===== config.mk =====
export PLATFORM = sky130hd
export DESIGN_NAME = scan_trigger_sequencer
export DESIGN_NICKNAME = d
export VERILOG_FILES = /design/src/verilog/list_mem.v /design/src/verilog/scan_trigger_sequencer.v
export VERILOG_INCLUDE_DIRS = /design/src /design/src/shared
export SDC_FILE = /design/constraint.sdc
export NUM_CORES = 2
export LEC_CHECK = 0
export BUFFER_PORTS_ARGS = -buffer_cell sky130_fd_sc_hd__buf_4
export CAP_MARGIN = 20
export CORE_ASPECT_RATIO = 1.5
export CORE_MARGIN = 2
export CORE_UTILIZATION = 35
export CTS_BUF_LIST = sky130_fd_sc_hd__clkbuf_16
export DETAILED_ROUTE_END_ITERATION = 10
export PLACE_DENSITY = 0.5
export SETUP_SLACK_MARGIN = 0.4
export SLEW_MARGIN = 0
export SYNTH_ARGS = -nofsm -noshare
export SYNTH_HDL_FRONTEND = slang
export SYNTH_SLANG_ARGS = --single-unit

===== constraint.sdc =====
create_clock -name clk -period 9.4 [get_ports clk]
set_input_delay 0.94 -clock clk [delete_from_list [all_inputs] [get_ports clk]]
set_output_delay 0.94 -clock clk [all_outputs]
set_load 0.03 [all_outputs]

===== src/shared/trig_seq_map.vh =====
// Register map, field layout, reset values and timing for the trigger sequencer
`ifndef TRIG_SEQ_MAP_VH
`define TRIG_SEQ_MAP_VH

`define ADDR_W 8
`define DATA_W 32

`define REG_CTRL 8'h00
`define REG_ARM_CFG 8'h04
`define REG_SCAN_CFG 8'h08
`define REG_CHAN_CFG 8'h0C
`define REG_SETTLE 8'h10
`define REG_DELAY 8'h14
`define REG_LIST_LEN 8'h18
`define REG_LIST_DATA 8'h1C
`define REG_LIST_PTR 8'h20
`define REG_STATUS 8'h24

`define CTRL_STEP 0
`define CTRL_ABORT 1
`define CTRL_CLR_ERR 2

`define F_SP_HI 1
`define F_SP_LO 0
`define F_CTL 2
`define F_MODE 3
`define F_CNT_HI 15
`define F_CNT_LO 8
`define F_IN_HI 18
`define F_IN_LO 16
`define F_OUT_HI 22
`define F_OUT_LO 20

`define SP_IMM 2'h0
`define SP_EXT 2'h1
`define SP_BUS 2'h2

`define NUM_LINES 6
`define LINE_MAX 3'h5

`define ARM_CFG_RST 32'h0010_0100
`define SCAN_CFG_RST 32'h0010_0100
`define CHAN_CFG_RST 32'h0001_0004

`define CLK_PERIOD_NS 8
`define OUT_PULSE_NS 10000

`endif


===== src/verilog/list_mem.v =====
// Scan list storage with registered read data
`timescale 1ns/10ps
`default_nettype none
module list_mem #(
  parameter DW = 8,
  parameter AW = 8
) (
  input wire clk,
  input wire wr_en,
  input wire [AW-1:0] wr_addr,
  input wire [DW-1:0] wr_data,
  input wire [AW-1:0] rd_addr,
  output reg [DW-1:0] rd_data_ff
);
  reg [DW-1:0] mem [0:(1<<AW)-1];

  always @(posedge clk) begin
    if (wr_en) begin
      mem[wr_addr] <= wr_data;
    end
    rd_data_ff <= mem[rd_addr];
  end
endmodule
`default_nettype wire


===== src/verilog/scan_trigger_sequencer.v =====
// Three-layer scan trigger sequencer with external and bus triggers
//
// Function
// - Each falling edge on the external trigger input makes one event; the code makes none for a low not sampled on two successive clocks.
// - External events only act in layers whose spacing selects external.
// - Channel spacing external: pulse after each channel closes and settles.
// - Scan return pass pulses when scan control is source and spacing external.
// - Arm return pass pulses when arm control is source and spacing external.
// - Control set to source skips a layer's first trigger wait.
// - Immediate arm and scan spacing leave idle on step without waiting.
// - Step closes first list channel; each channel trigger closes the next.
// - Six trigger bus lines, each usable as input or output.
// - Asynchronous mode uses separate lines; semi-synchronous mode gives the channel layer no bus input or output.
// - Asynchronous bus pulses match external input and output pulse form.
// - Any of six lines per layer; same input and output line is refused.
// - Bus channel spacing: input closes channel, pulse after settle.
// - Channel layer takes bus inputs only with bus channel spacing.
// - Scan and arm layers may use bus lines, shareable with channel.
// - Reset sets immediate arm/scan, arm count 1, acceptors, channel source.
// - Source bypass only on the initial pass; later loops wait.
// - Channel bypass is re-enabled at the start of each scan.
// - After the last channel of the last scan, return to idle.
//
// The implementer's own choices: the address-and-strobe port and the register offsets.
`timescale 1ns/10ps
`default_nettype none
`include "trig_seq_map.vh"
module scan_trigger_sequencer #(
  parameter LIST_AW = 8,
  parameter PULSE_CYC = (`OUT_PULSE_NS + `CLK_PERIOD_NS - 1) / `CLK_PERIOD_NS
) (
  input wire clk,
  input wire rst,
  input wire [`ADDR_W-1:0] addr,
  input wire [`DATA_W-1:0] wdata,
  input wire wr,
  input wire rd,
  output reg [`DATA_W-1:0] rdata_ff,
  input wire ext_trig_n,
  output reg chan_ready_n_ff,
  input wire [`NUM_LINES-1:0] bus_in,
  output reg [`NUM_LINES-1:0] bus_out_ff,
  output reg [`NUM_LINES-1:0] bus_oe_ff,
  output reg chan_close_ff,
  output reg [7:0] chan_num_ff,
  output reg idle_ff
);
  localparam [3:0] ST_IDLE = 4'h0;
  localparam [3:0] ST_ARM_W = 4'h1;
  localparam [3:0] ST_SCAN_W = 4'h2;
  localparam [3:0] ST_CHAN_W = 4'h3;
  localparam [3:0] ST_FETCH = 4'h4;
  localparam [3:0] ST_CLOSE = 4'h5;
  localparam [3:0] ST_SETTLE = 4'h6;
  localparam [3:0] ST_CHAN_OUT = 4'h7;
  localparam [3:0] ST_SCAN_END = 4'h8;
  localparam [3:0] ST_SCAN_OUT = 4'h9;
  localparam [3:0] ST_ARM_END = 4'hA;
  localparam [3:0] ST_ARM_OUT = 4'hB;
  localparam [15:0] PULSE_LEN = PULSE_CYC[15:0];
  localparam NIN = `NUM_LINES + 1;

  reg [3:0] state_ff;
  reg [`DATA_W-1:0] arm_cfg_ff;
  reg [`DATA_W-1:0] scan_cfg_ff;
  reg [`DATA_W-1:0] chan_cfg_ff;
  reg [15:0] settle_ff;
  reg [15:0] delay_ff;
  reg [LIST_AW:0] list_len_ff;
  reg [LIST_AW-1:0] list_ptr_ff;
  reg cfg_err_ff;
  reg arm_first_ff;
  reg scan_first_ff;
  reg chan_first_ff;
  reg [7:0] arm_left_ff;
  reg [7:0] scan_left_ff;
  reg [LIST_AW:0] chan_left_ff;
  reg [LIST_AW-1:0] chan_idx_ff;
  reg [16:0] timer_ff;
  reg [15:0] pulse_cnt_ff;
  reg [NIN-1:0] sync1_ff;
  reg [NIN-1:0] sync2_ff;
  reg [NIN-1:0] sync3_ff;
  reg [NIN-1:0] stable_ff;
  wire [NIN-1:0] raw_in;
  wire [NIN-1:0] fall;
  wire [7:0] mem_q;
  wire mem_we;
  wire step_cmd;
  wire abort_cmd;
  wire clr_err;
  wire arm_go;
  wire scan_go;
  wire chan_go;
  wire [LIST_AW:0] chan_total;
  wire [LIST_AW-1:0] nxt_idx;

  // Line pair valid: both in range and distinct
  function line_ok;
    input [`DATA_W-1:0] cfg;
    reg [2:0] li;
    reg [2:0] lo;
    begin
      li = cfg[`F_IN_HI:`F_IN_LO];
      lo = cfg[`F_OUT_HI:`F_OUT_LO];
      line_ok = (li != lo) && (li <= `LINE_MAX) && (lo <= `LINE_MAX);
    end
  endfunction

  // Trigger event seen by a layer from its selected source
  function layer_ev;
    input [`DATA_W-1:0] cfg;
    input ext_ev;
    input [`NUM_LINES-1:0] bus_ev;
    input bus_allow;
    begin
      case (cfg[`F_SP_HI:`F_SP_LO])
        `SP_EXT: layer_ev = ext_ev;
        `SP_BUS: layer_ev = bus_allow & bus_ev[cfg[`F_IN_HI:`F_IN_LO]];
        default: layer_ev = 1'b0;
      endcase
    end
  endfunction

  // Layer may proceed past its wait point
  function layer_go;
    input [`DATA_W-1:0] cfg;
    input first;
    input ev;
    begin
      layer_go = (cfg[`F_SP_HI:`F_SP_LO] == `SP_IMM) ||
        (cfg[`F_CTL] & first) || ev;
    end
  endfunction

  // Layer's spacing has an output side
  function wants_out;
    input [`DATA_W-1:0] cfg;
    begin
      wants_out = (cfg[`F_SP_HI:`F_SP_LO] == `SP_EXT) ||
        (cfg[`F_SP_HI:`F_SP_LO] == `SP_BUS);
    end
  endfunction

  assign raw_in = {bus_in, ext_trig_n};

  genvar gi;
  generate
    for (gi = 0; gi < NIN; gi = gi + 1) begin : g_sync
      // Event only once the last two stages agree on the new level
      assign fall[gi] = stable_ff[gi] & ~sync2_ff[gi] & ~sync3_ff[gi];
      always @(posedge clk) begin
        if (rst) begin
          sync1_ff[gi] <= 1'b1;
          sync2_ff[gi] <= 1'b1;
          sync3_ff[gi] <= 1'b1;
          stable_ff[gi] <= 1'b1;
        end else begin
          sync1_ff[gi] <= raw_in[gi];
          sync2_ff[gi] <= sync1_ff[gi];
          sync3_ff[gi] <= sync2_ff[gi];
          if (sync2_ff[gi] == sync3_ff[gi]) begin
            stable_ff[gi] <= sync3_ff[gi];
          end
        end
      end
    end
  endgenerate

  assign step_cmd = wr && (addr == `REG_CTRL) && wdata[`CTRL_STEP];
  assign abort_cmd = wr && (addr == `REG_CTRL) && wdata[`CTRL_ABORT];
  assign clr_err = wr && (addr == `REG_CTRL) && wdata[`CTRL_CLR_ERR];
  assign mem_we = wr && (addr == `REG_LIST_DATA);

  // Scan and arm treat the bus as asynchronous; channel honours the mode
  assign arm_go = layer_go(arm_cfg_ff, arm_first_ff,
    layer_ev(arm_cfg_ff, fall[0], fall[NIN-1:1], 1'b1));
  assign scan_go = layer_go(scan_cfg_ff, scan_first_ff,
    layer_ev(scan_cfg_ff, fall[0], fall[NIN-1:1], 1'b1));
  assign chan_go = layer_go(chan_cfg_ff, chan_first_ff,
    layer_ev(chan_cfg_ff, fall[0], fall[NIN-1:1],
      ~chan_cfg_ff[`F_MODE]));

  // Zero channel count means use the list length
  assign chan_total = (chan_cfg_ff[`F_CNT_HI:`F_CNT_LO] == 8'h00) ?
    list_len_ff : {{(LIST_AW-7){1'b0}}, chan_cfg_ff[`F_CNT_HI:`F_CNT_LO]};
  assign nxt_idx = (({1'b0, chan_idx_ff} + 1'b1) >= list_len_ff) ?
    {LIST_AW{1'b0}} : chan_idx_ff + 1'b1;

  list_mem #(.DW(8), .AW(LIST_AW)) u_list (
    .clk(clk),
    .wr_en(mem_we),
    .wr_addr(list_ptr_ff),
    .wr_data(wdata[7:0]),
    .rd_addr(chan_idx_ff),
    .rd_data_ff(mem_q)
  );

  // Register writes; a bad line pair is refused and flagged
  always @(posedge clk) begin
    if (rst) begin
      arm_cfg_ff <= `ARM_CFG_RST;
      scan_cfg_ff <= `SCAN_CFG_RST;
      chan_cfg_ff <= `CHAN_CFG_RST;
      settle_ff <= 16'h0000;
      delay_ff <= 16'h0000;
      list_len_ff <= {(LIST_AW+1){1'b0}};
      list_ptr_ff <= {LIST_AW{1'b0}};
      cfg_err_ff <= 1'b0;
    end else begin
      if (clr_err) begin
        cfg_err_ff <= 1'b0;
      end
      if (wr) begin
        case (addr)
          `REG_ARM_CFG, `REG_SCAN_CFG, `REG_CHAN_CFG: begin
            if (!line_ok(wdata)) begin
              cfg_err_ff <= 1'b1;
            end else if (addr == `REG_ARM_CFG) begin
              arm_cfg_ff <= wdata;
            end else if (addr == `REG_SCAN_CFG) begin
              scan_cfg_ff <= wdata;
            end else begin
              chan_cfg_ff <= wdata;
            end
          end
          `REG_SETTLE: settle_ff <= wdata[15:0];
          `REG_DELAY: delay_ff <= wdata[15:0];
          `REG_LIST_LEN: list_len_ff <= wdata[LIST_AW:0];
          `REG_LIST_PTR: list_ptr_ff <= wdata[LIST_AW-1:0];
          `REG_LIST_DATA: list_ptr_ff <= list_ptr_ff + 1'b1;
          default: ;
        endcase
      end
    end
  end

  // Read data one cycle after the strobe; unmapped reads zero
  always @(posedge clk) begin
    if (rst) begin
      rdata_ff <= 32'h0000_0000;
    end else if (rd) begin
      case (addr)
        `REG_CTRL: rdata_ff <= {28'h000_0000, state_ff};
        `REG_ARM_CFG: rdata_ff <= arm_cfg_ff;
        `REG_SCAN_CFG: rdata_ff <= scan_cfg_ff;
        `REG_CHAN_CFG: rdata_ff <= chan_cfg_ff;
        `REG_SETTLE: rdata_ff <= {16'h0000, settle_ff};
        `REG_DELAY: rdata_ff <= {16'h0000, delay_ff};
        `REG_LIST_LEN: rdata_ff <= {{(31-LIST_AW){1'b0}}, list_len_ff};
        `REG_LIST_PTR: rdata_ff <= {{(32-LIST_AW){1'b0}}, list_ptr_ff};
        `REG_STATUS: rdata_ff <= {23'h00_0000, cfg_err_ff, 8'h00} |
          {{(32-LIST_AW){1'b0}}, chan_idx_ff};
        default: rdata_ff <= 32'h0000_0000;
      endcase
    end else begin
      rdata_ff <= 32'h0000_0000;
    end
  end

  // Sequencer and output pulse generator
  always @(posedge clk) begin
    if (rst || abort_cmd) begin
      state_ff <= ST_IDLE;
      arm_first_ff <= 1'b0;
      scan_first_ff <= 1'b0;
      chan_first_ff <= 1'b0;
      arm_left_ff <= 8'h00;
      scan_left_ff <= 8'h00;
      chan_left_ff <= {(LIST_AW+1){1'b0}};
      chan_idx_ff <= {LIST_AW{1'b0}};
      timer_ff <= 17'h0_0000;
      pulse_cnt_ff <= 16'h0000;
      chan_ready_n_ff <= 1'b1;
      bus_out_ff <= {`NUM_LINES{1'b0}};
      bus_oe_ff <= {`NUM_LINES{1'b0}};
      chan_close_ff <= 1'b0;
      chan_num_ff <= 8'h00;
      idle_ff <= 1'b1;
    end else begin
      chan_close_ff <= 1'b0;
      idle_ff <= (state_ff == ST_IDLE);
      // Release the low pulse after its fixed width
      if (pulse_cnt_ff != 16'h0000) begin
        pulse_cnt_ff <= pulse_cnt_ff - 1'b1;
        if (pulse_cnt_ff == 16'h0001) begin
          chan_ready_n_ff <= 1'b1;
          bus_oe_ff <= {`NUM_LINES{1'b0}};
        end
      end
      case (state_ff)
        ST_IDLE: begin
          if (step_cmd) begin
            arm_first_ff <= 1'b1;
            arm_left_ff <= arm_cfg_ff[`F_CNT_HI:`F_CNT_LO];
            state_ff <= ST_ARM_W;
          end
        end
        ST_ARM_W: begin
          if (arm_go) begin
            arm_first_ff <= 1'b0;
            scan_first_ff <= 1'b1;
            scan_left_ff <= scan_cfg_ff[`F_CNT_HI:`F_CNT_LO];
            state_ff <= ST_SCAN_W;
          end
        end
        ST_SCAN_W: begin
          if (scan_go) begin
            scan_first_ff <= 1'b0;
            chan_first_ff <= 1'b1;
            chan_left_ff <= chan_total;
            chan_idx_ff <= {LIST_AW{1'b0}};
            state_ff <= ST_CHAN_W;
          end
        end
        ST_CHAN_W: begin
          if (chan_go) begin
            chan_first_ff <= 1'b0;
            state_ff <= ST_FETCH;
          end
        end
        ST_FETCH: begin
          // List read data lands one cycle after the index
          state_ff <= ST_CLOSE;
        end
        ST_CLOSE: begin
          chan_close_ff <= 1'b1;
          chan_num_ff <= mem_q;
          timer_ff <= {1'b0, settle_ff} + {1'b0, delay_ff};
          state_ff <= ST_SETTLE;
        end
        ST_SETTLE: begin
          if (timer_ff != 17'h0_0000) begin
            timer_ff <= timer_ff - 1'b1;
          end else begin
            if (chan_cfg_ff[`F_SP_HI:`F_SP_LO] == `SP_EXT) begin
              chan_ready_n_ff <= 1'b0;
              pulse_cnt_ff <= PULSE_LEN;
            end else if (chan_cfg_ff[`F_SP_HI:`F_SP_LO] == `SP_BUS &&
                !chan_cfg_ff[`F_MODE]) begin
              bus_oe_ff[chan_cfg_ff[`F_OUT_HI:`F_OUT_LO]] <= 1'b1;
              pulse_cnt_ff <= PULSE_LEN;
            end
            state_ff <= ST_CHAN_OUT;
          end
        end
        ST_CHAN_OUT: begin
          if (pulse_cnt_ff == 16'h0000) begin
            chan_idx_ff <= nxt_idx;
            chan_left_ff <= chan_left_ff - 1'b1;
            if (chan_left_ff > {{LIST_AW{1'b0}}, 1'b1}) begin
              state_ff <= ST_CHAN_W;
            end else begin
              state_ff <= ST_SCAN_END;
            end
          end
        end
        ST_SCAN_END: begin
          if (scan_cfg_ff[`F_CTL] && wants_out(scan_cfg_ff)) begin
            pulse_cnt_ff <= PULSE_LEN;
            if (scan_cfg_ff[`F_SP_HI:`F_SP_LO] == `SP_EXT) begin
              chan_ready_n_ff <= 1'b0;
            end else begin
              bus_oe_ff[scan_cfg_ff[`F_OUT_HI:`F_OUT_LO]] <= 1'b1;
            end
          end
          state_ff <= ST_SCAN_OUT;
        end
        ST_SCAN_OUT: begin
          if (pulse_cnt_ff == 16'h0000) begin
            scan_left_ff <= scan_left_ff - 1'b1;
            if (scan_left_ff > 8'h01) begin
              state_ff <= ST_SCAN_W;
            end else begin
              state_ff <= ST_ARM_END;
            end
          end
        end
        ST_ARM_END: begin
          if (arm_cfg_ff[`F_CTL] && wants_out(arm_cfg_ff)) begin
            pulse_cnt_ff <= PULSE_LEN;
            if (arm_cfg_ff[`F_SP_HI:`F_SP_LO] == `SP_EXT) begin
              chan_ready_n_ff <= 1'b0;
            end else begin
              bus_oe_ff[arm_cfg_ff[`F_OUT_HI:`F_OUT_LO]] <= 1'b1;
            end
          end
          state_ff <= ST_ARM_OUT;
        end
        ST_ARM_OUT: begin
          if (pulse_cnt_ff == 16'h0000) begin
            arm_left_ff <= arm_left_ff - 1'b1;
            if (arm_left_ff > 8'h01) begin
              state_ff <= ST_ARM_W;
            end else begin
              state_ff <= ST_IDLE;
            end
          end
        end
        default: state_ff <= ST_IDLE;
      endcase
    end
  end
endmodule
`default_nettype wire


Yosys cells after proc, flatten, opt, wreduce, memory -nomap -nowiden
Memories as Yosys holds them, arrays and structs flattened. A register that Yosys moved wholly into a read port is not among the register bits.
Cells that the tools add are included.
{ "classes": {"n_addsub": 9, "n_lt_le_gt_ge": 15, "n_eq_ne": 44, "n_mux": 88, "bitwise_logic": 40, "reduce_logical": 57} }
{ "op_table": {"columns": ["operator", "count"], "rows": [
  ["32-bit case mux with 9 select lines", 1],
  ["16-bit two-way mux", 6],
  ["8-bit case mux with 2 select lines", 4],
  ["6-bit two-way mux", 10],
  ["8-bit two-way mux", 7],
  ["16-bit case mux with 3 select lines", 1],
  ["4-bit case mux with 12 select lines", 1],
  ["4-bit two-way mux", 10],
  ["17-bit case mux with 2 select lines", 1],
  ["8-bit by 5-bit equality test with 1-bit output, second input constant", 4],
  ["1-bit two-way mux", 28],
  ["9-bit two-way mux", 3],
  ["3-bit by 4-bit < comparator with 1-bit output, second input constant", 6],
  ["1-bit bitwise AND", 18],
  ["2-bit inequality test, second input constant", 9],
  ["1-bit NOT", 18],
  ["6-bit OR", 3],
  ["6-bit case mux with 3 select lines", 1],
  ["9-bit case mux with 2 select lines", 1],
  ["3-bit AND reduction", 6],
  ["16-bit by 16-bit adder with 17-bit output", 1],
  ["17-bit two-way mux", 1],
  ["17-bit nonzero test", 1],
  ["17-bit by 1-bit subtractor with 17-bit output, second input constant", 1],
  ["42 further kinds", 111]
]} }
{ "word_totals": {"regBits": 296, "ramBits": 2048, "input_bits": 51, "out_inout_bits": 55, "wordCells": 306, "n_memories": 1} }
{ "memory_table": {"columns": ["name", "depth", "width", "read_ports", "rd_clocked_by_memory_dff", "write_ports", "line_no", "source"], "rows": [
  ["u_list.mem", 256, 8, 1, 1, 1, "list_mem.v:15", "reg [DW-1:0] mem [0:(1<<AW)-1];"]
]} }

Longest topological paths before layout
{ "depth": {"depth_word": 10, "ltp_mapped": 15, "mapped_depth_nobuf": 11} }

By module
A second synthesis with hierarchy kept.
{ "unflattened": {"hier_cells": 5527, "hier_area_um2": 93607.3} }
{ "by_module_without_submodules": {"columns": ["mod", "instances", "cells_each", "area_per_inst_um2", "seq_area_each_um2"], "rows": [
  ["list_mem", 1, 3733, 79556.3, 61659.1],
  ["scan_trigger_sequencer", 1, 1794, 14051.0, 5925.7]
]} }

Least setup slack after synthesis
Ideal clock, no wire load.
{ "synth_path": {"path_kind": "in2reg", "startpoint": "input port addr[7]", "endpoint": "memory u_list.mem[144][0] (enable)", "setup_ps": 370, "arrival_time_ps": 2916, "required_time_ps": 9030, "slack_ps": 6114, "cell_stages": 8, "path_buffers": 2, "path_cell_list": "nor2_1 > nand3b_1 > or2_2 > clkbuf_1 > nor3_1 > nand3_1 > clkbuf_1 > nor2_1"} }
{ "synth_between": {"elab_chain_cells": 4} }
{ "synth_rtl": {"columns": ["element", "line_no", "source"], "rows": [
  ["from (decl)", "scan_trigger_sequencer.v:34", "input wire [`ADDR_W-1:0] addr,"],
  ["8-bit by 5-bit equality test with 1-bit output", null, null],
  ["1-bit logical AND", "scan_trigger_sequencer.v:173", "assign mem_we = wr && (addr == `REG_LIST_DATA);"],
  ["1-bit two-way mux", "list_mem.v:18", "if (wr_en) begin"],
  ["1-bit two-way mux (implied by the code)", "list_mem.v:19", "mem[wr_addr] <= wr_data;"],
  ["to (decl)", "list_mem.v:15", null]
]} }
Every way passes these cells.

==> summary.txt <==
Run status
  – Status: complete, no violations

Pwr
  – Total Power: 0.0211 W
  – Lkg Pwr: 31.4 nW
  – Pwr dens: 200 nW/um^2
  – Peak VDD IR: 0.129 mV

Detailed routing
  – Antenna Nets Post-Route: 0
  – Final wirelength: 271 mm
  – Residual DRC: 0
  – Pre-Repair DR Iteration Count: 8
  – Number of DRC markers in iteration 0: 4389
  – Vias: 49400
  – Via density: 5.47
  – Routed len/inst: 30.0 microns

Floorplanning
  – Die W: 426 microns
  – Starting density of the core: 35.1%
  – Die ar.: 271000 sq um
  – Die H: 637 microns
  – Rows: 232
  – Ports: 106
  – Core ar.: 266000 sq um

Critical path
  – CP endpoint kind: register
  – R2R cell count: 7
  – Setup slack, reg-to-reg: 5010 ps
  – CP Data Required Time: 10100 ps
  – CP arrival: 5090 ps
  – Worst-path maximum fanout: 81
  – Critical path class: register to register
  – Startpoint Class: register

Logic synthesis
  – Synth top area cells: edfxtp_1, mux4_2, dfxtp_1, nor2_1, nand2_1
  – Post-Synth XOR/XNOR Area: 0.309%
  – Mean area per synthesized cell: 17.8 sq um
  – Share of synthesized flip-flops with an asynchronous set or reset: 0%
  – Simple-gate area share of the yosys netlist: 5.07%
  – EDFF count, synth: 2048
  – Synthesized instance count: 5235
  – Distinct cell type count after synthesis: 82
  – Seq cells post-synth: 2352
  – Synth Cell Area: 93400 sq um
  – Most frequent cell after synthesis: edfxtp_1
  – Most frequently used flop master after synthesis: edfxtp_1
  – Post-synthesis mux area share: 15.4%
  – Cell taking the most area after synthesis: edfxtp_1
  – Synth Area in Compound Gates: 4.46%
  – Main combinational cell family by area after synthesis: multiplexers
  – Seq/Total Area, Yosys: 72.4%
  – Most frequent cells after synthesis: edfxtp_1, mux4_2, nor2_1
  – Yosys warns: 0
  – Adder-cell share of the synthesized area: 0.665%
  – Yosys top cell area share: 65.9%

CTS
  – H-tree levels: 4
  – Longest Clk Path Bufs: 4
  – CTS tree: done
  – Post-CTS Setup Inserts: 0
  – Num CTS Buffers: 220
  – Clk_lat worst skew: 880 ps
  – Clk slew on worst S/H paths: 70 ps
  – Sink Count: 2352
  – CTS Hold Buffers Added: 0
  – Clk root buf: clkbuf_16
  – Post-CTS Resized: 0

Placed design
  – Final HPWL DP: 170 mm
  – GP Congestion: 0.843
  – Worst slack, placed: 4640 ps
  – IO Port Bufs: 99

STA
  – Sum Neg Setup Slack: 0 ps
  – Fmax: 0.228 GHz
  – Skew final: 39.9 ps
  – Slew @ Worst Pin: 1370 ps
  – # setup viols final: 0
  – RSZ-0062 raised after global routing: false
  – Final worst setup slack: 5010 ps
  – Final Cycle Share: 46.7%
  – Slew Limit Fails: 0
  – Hold Fails Final Rpt: 0
  – Max-slew headroom: 8.34%
  – Fin crit period: 4390 ps

Worst hold path
  – Min-Delay Path Depth: 2
  – HP Class: input port to register

Global routing
  – Largest net degree at the start of global routing: 150
  – GRT Util Overall: 19.7%
  – GR Util met1: 23.1%
  – Met2 usage: 36.2%
  – First-pass GRT wire length: 385 mm
  – Met3 GRT Util: 2.42%
  – Total grt overflow: 0
  – Most used routing layer: met2
  – Initial antenna violation count: 3
  – Vias in the first global route: 51100

Layout
  – Seq. cell area: 67600 sq um
  – Area grow syn2layout: 12.9%
  – Area occupied by multi-input gates: 24300 sq um
  – Filler Cell Count: 24000
  – Final core utilization: 39.7%
  – Fraction of layout instances using a drive strength above 1: 22.3%
  – Nets: 5440

Flow run
  – Maxcap violations: 0
per-layer routing:
metal | wire length (microns) | vias up | part of all wire, %
met1 | 101000 | 26200 | 37
met5 | 13 | - | 0.0048
li1 | - | 21200 | -
met4 | 12200 | 2 | 4.5
met2 | 145000 | 1527 | 54
met3 | 12200 | 438 | 4.5
cell type report:
cell class,count,share of cell area [%]
inverters,43,0.153
well taps,3510,4.16
flip-flops and latches,2352,64.1
repair buffers,204,1.66
clock inverters,176,1.52
clock buffers,223,5.29
multi-input cells,2519,23.1
diodes,4,0.00949
state kept, by name (all words and copies together), names as in the netlist, 9 cells and up:
signal,count
u_list.mem,2048
arm_cfg_ff,32
chan_cfg_ff,32
rdata_ff,32
scan_cfg_ff,32
timer_ff,17
delay_ff,16
pulse_cnt_ff,16
settle_ff,16
chan_left_ff,9
list_len_ff,9
worst paths after layout:
check	start	endpoint
worst max register to register	chan_idx_ff[0]$_SDFFE_PP0P_	u_list.rd_data_ff[6]$_DFF_P_
worst max-delay path	chan_idx_ff[0]$_SDFFE_PP0P_	u_list.rd_data_ff[6]$_DFF_P_
worst min-delay path	bus_in[4]	sync1_ff[5]$_SDFF_PP1_
worst min register to register	sync1_ff[5]$_SDFF_PP1_	sync2_ff[5]$_SDFF_PP1_
critical path, stage by stage, from the launching register on:
cell       delay (ps)
dfxtp_4           480
buf_12            480
buf_4             870
mux4_2            630
mux4_2            500
mux2_2            330
o2111ai_1         630
a31oi_1           200
per-stage QoR:
step	hold slack, ps	std cells	instance area, sq um
final	280	9031	105000
after global routing	237	9029	105000
after CTS	208	9026	105000
after detailed placement	395	8627	98200
after global placement	395	8616	98100
after floorplan	389	5240	93400
layout by cell type, fill, tap and decap left out, types with 21 or more instances in the layout:
cell          n
xor2_1       21
nor3_1       51
buf_4       178
clkbuf_16   223
mux2_2       57
clkinv_2     33
dfxtp_1     298
a21oi_1     265
mux4_2      569
or2_2        31
edfxtp_1   2048
nor2_1      395
mux2i_1      92
clkinv_1     52
nand2_1     397
nand3_1      49
inv_1        77
ha_1         48
a221oi_1     30
bufinv_16    29
o221ai_1     41
a222oi_1     30
a31oi_1      32
a22oi_1      47
o21ai_0      68
power breakdown:
part           internal [W]  total (W)  switching, W  leakage (nW)
registers            0.0114     0.0114     0.0000608          20.9
logic              0.000170   0.000626      0.000456          6.90
clock network       0.00510    0.00906       0.00396          3.63
total                0.0166     0.0211       0.00448          31.4
kinds of logic (layout without fill, tap and decap cells):
| logic type | Yosys count | count (layout) |
|---|---|---|
| flops | 2352 | 2352 |
| simple gates | 1080 | 1080 |
| mux | 718 | 718 |
| compound gates | 633 | 633 |
| buf+inv | 369 | 646 |
| fa+ha+maj | 49 | 49 |
| xor+xnor | 33 | 33 |
| other cells | 1 | 10 |
Power figures use the tool's default switching activity.
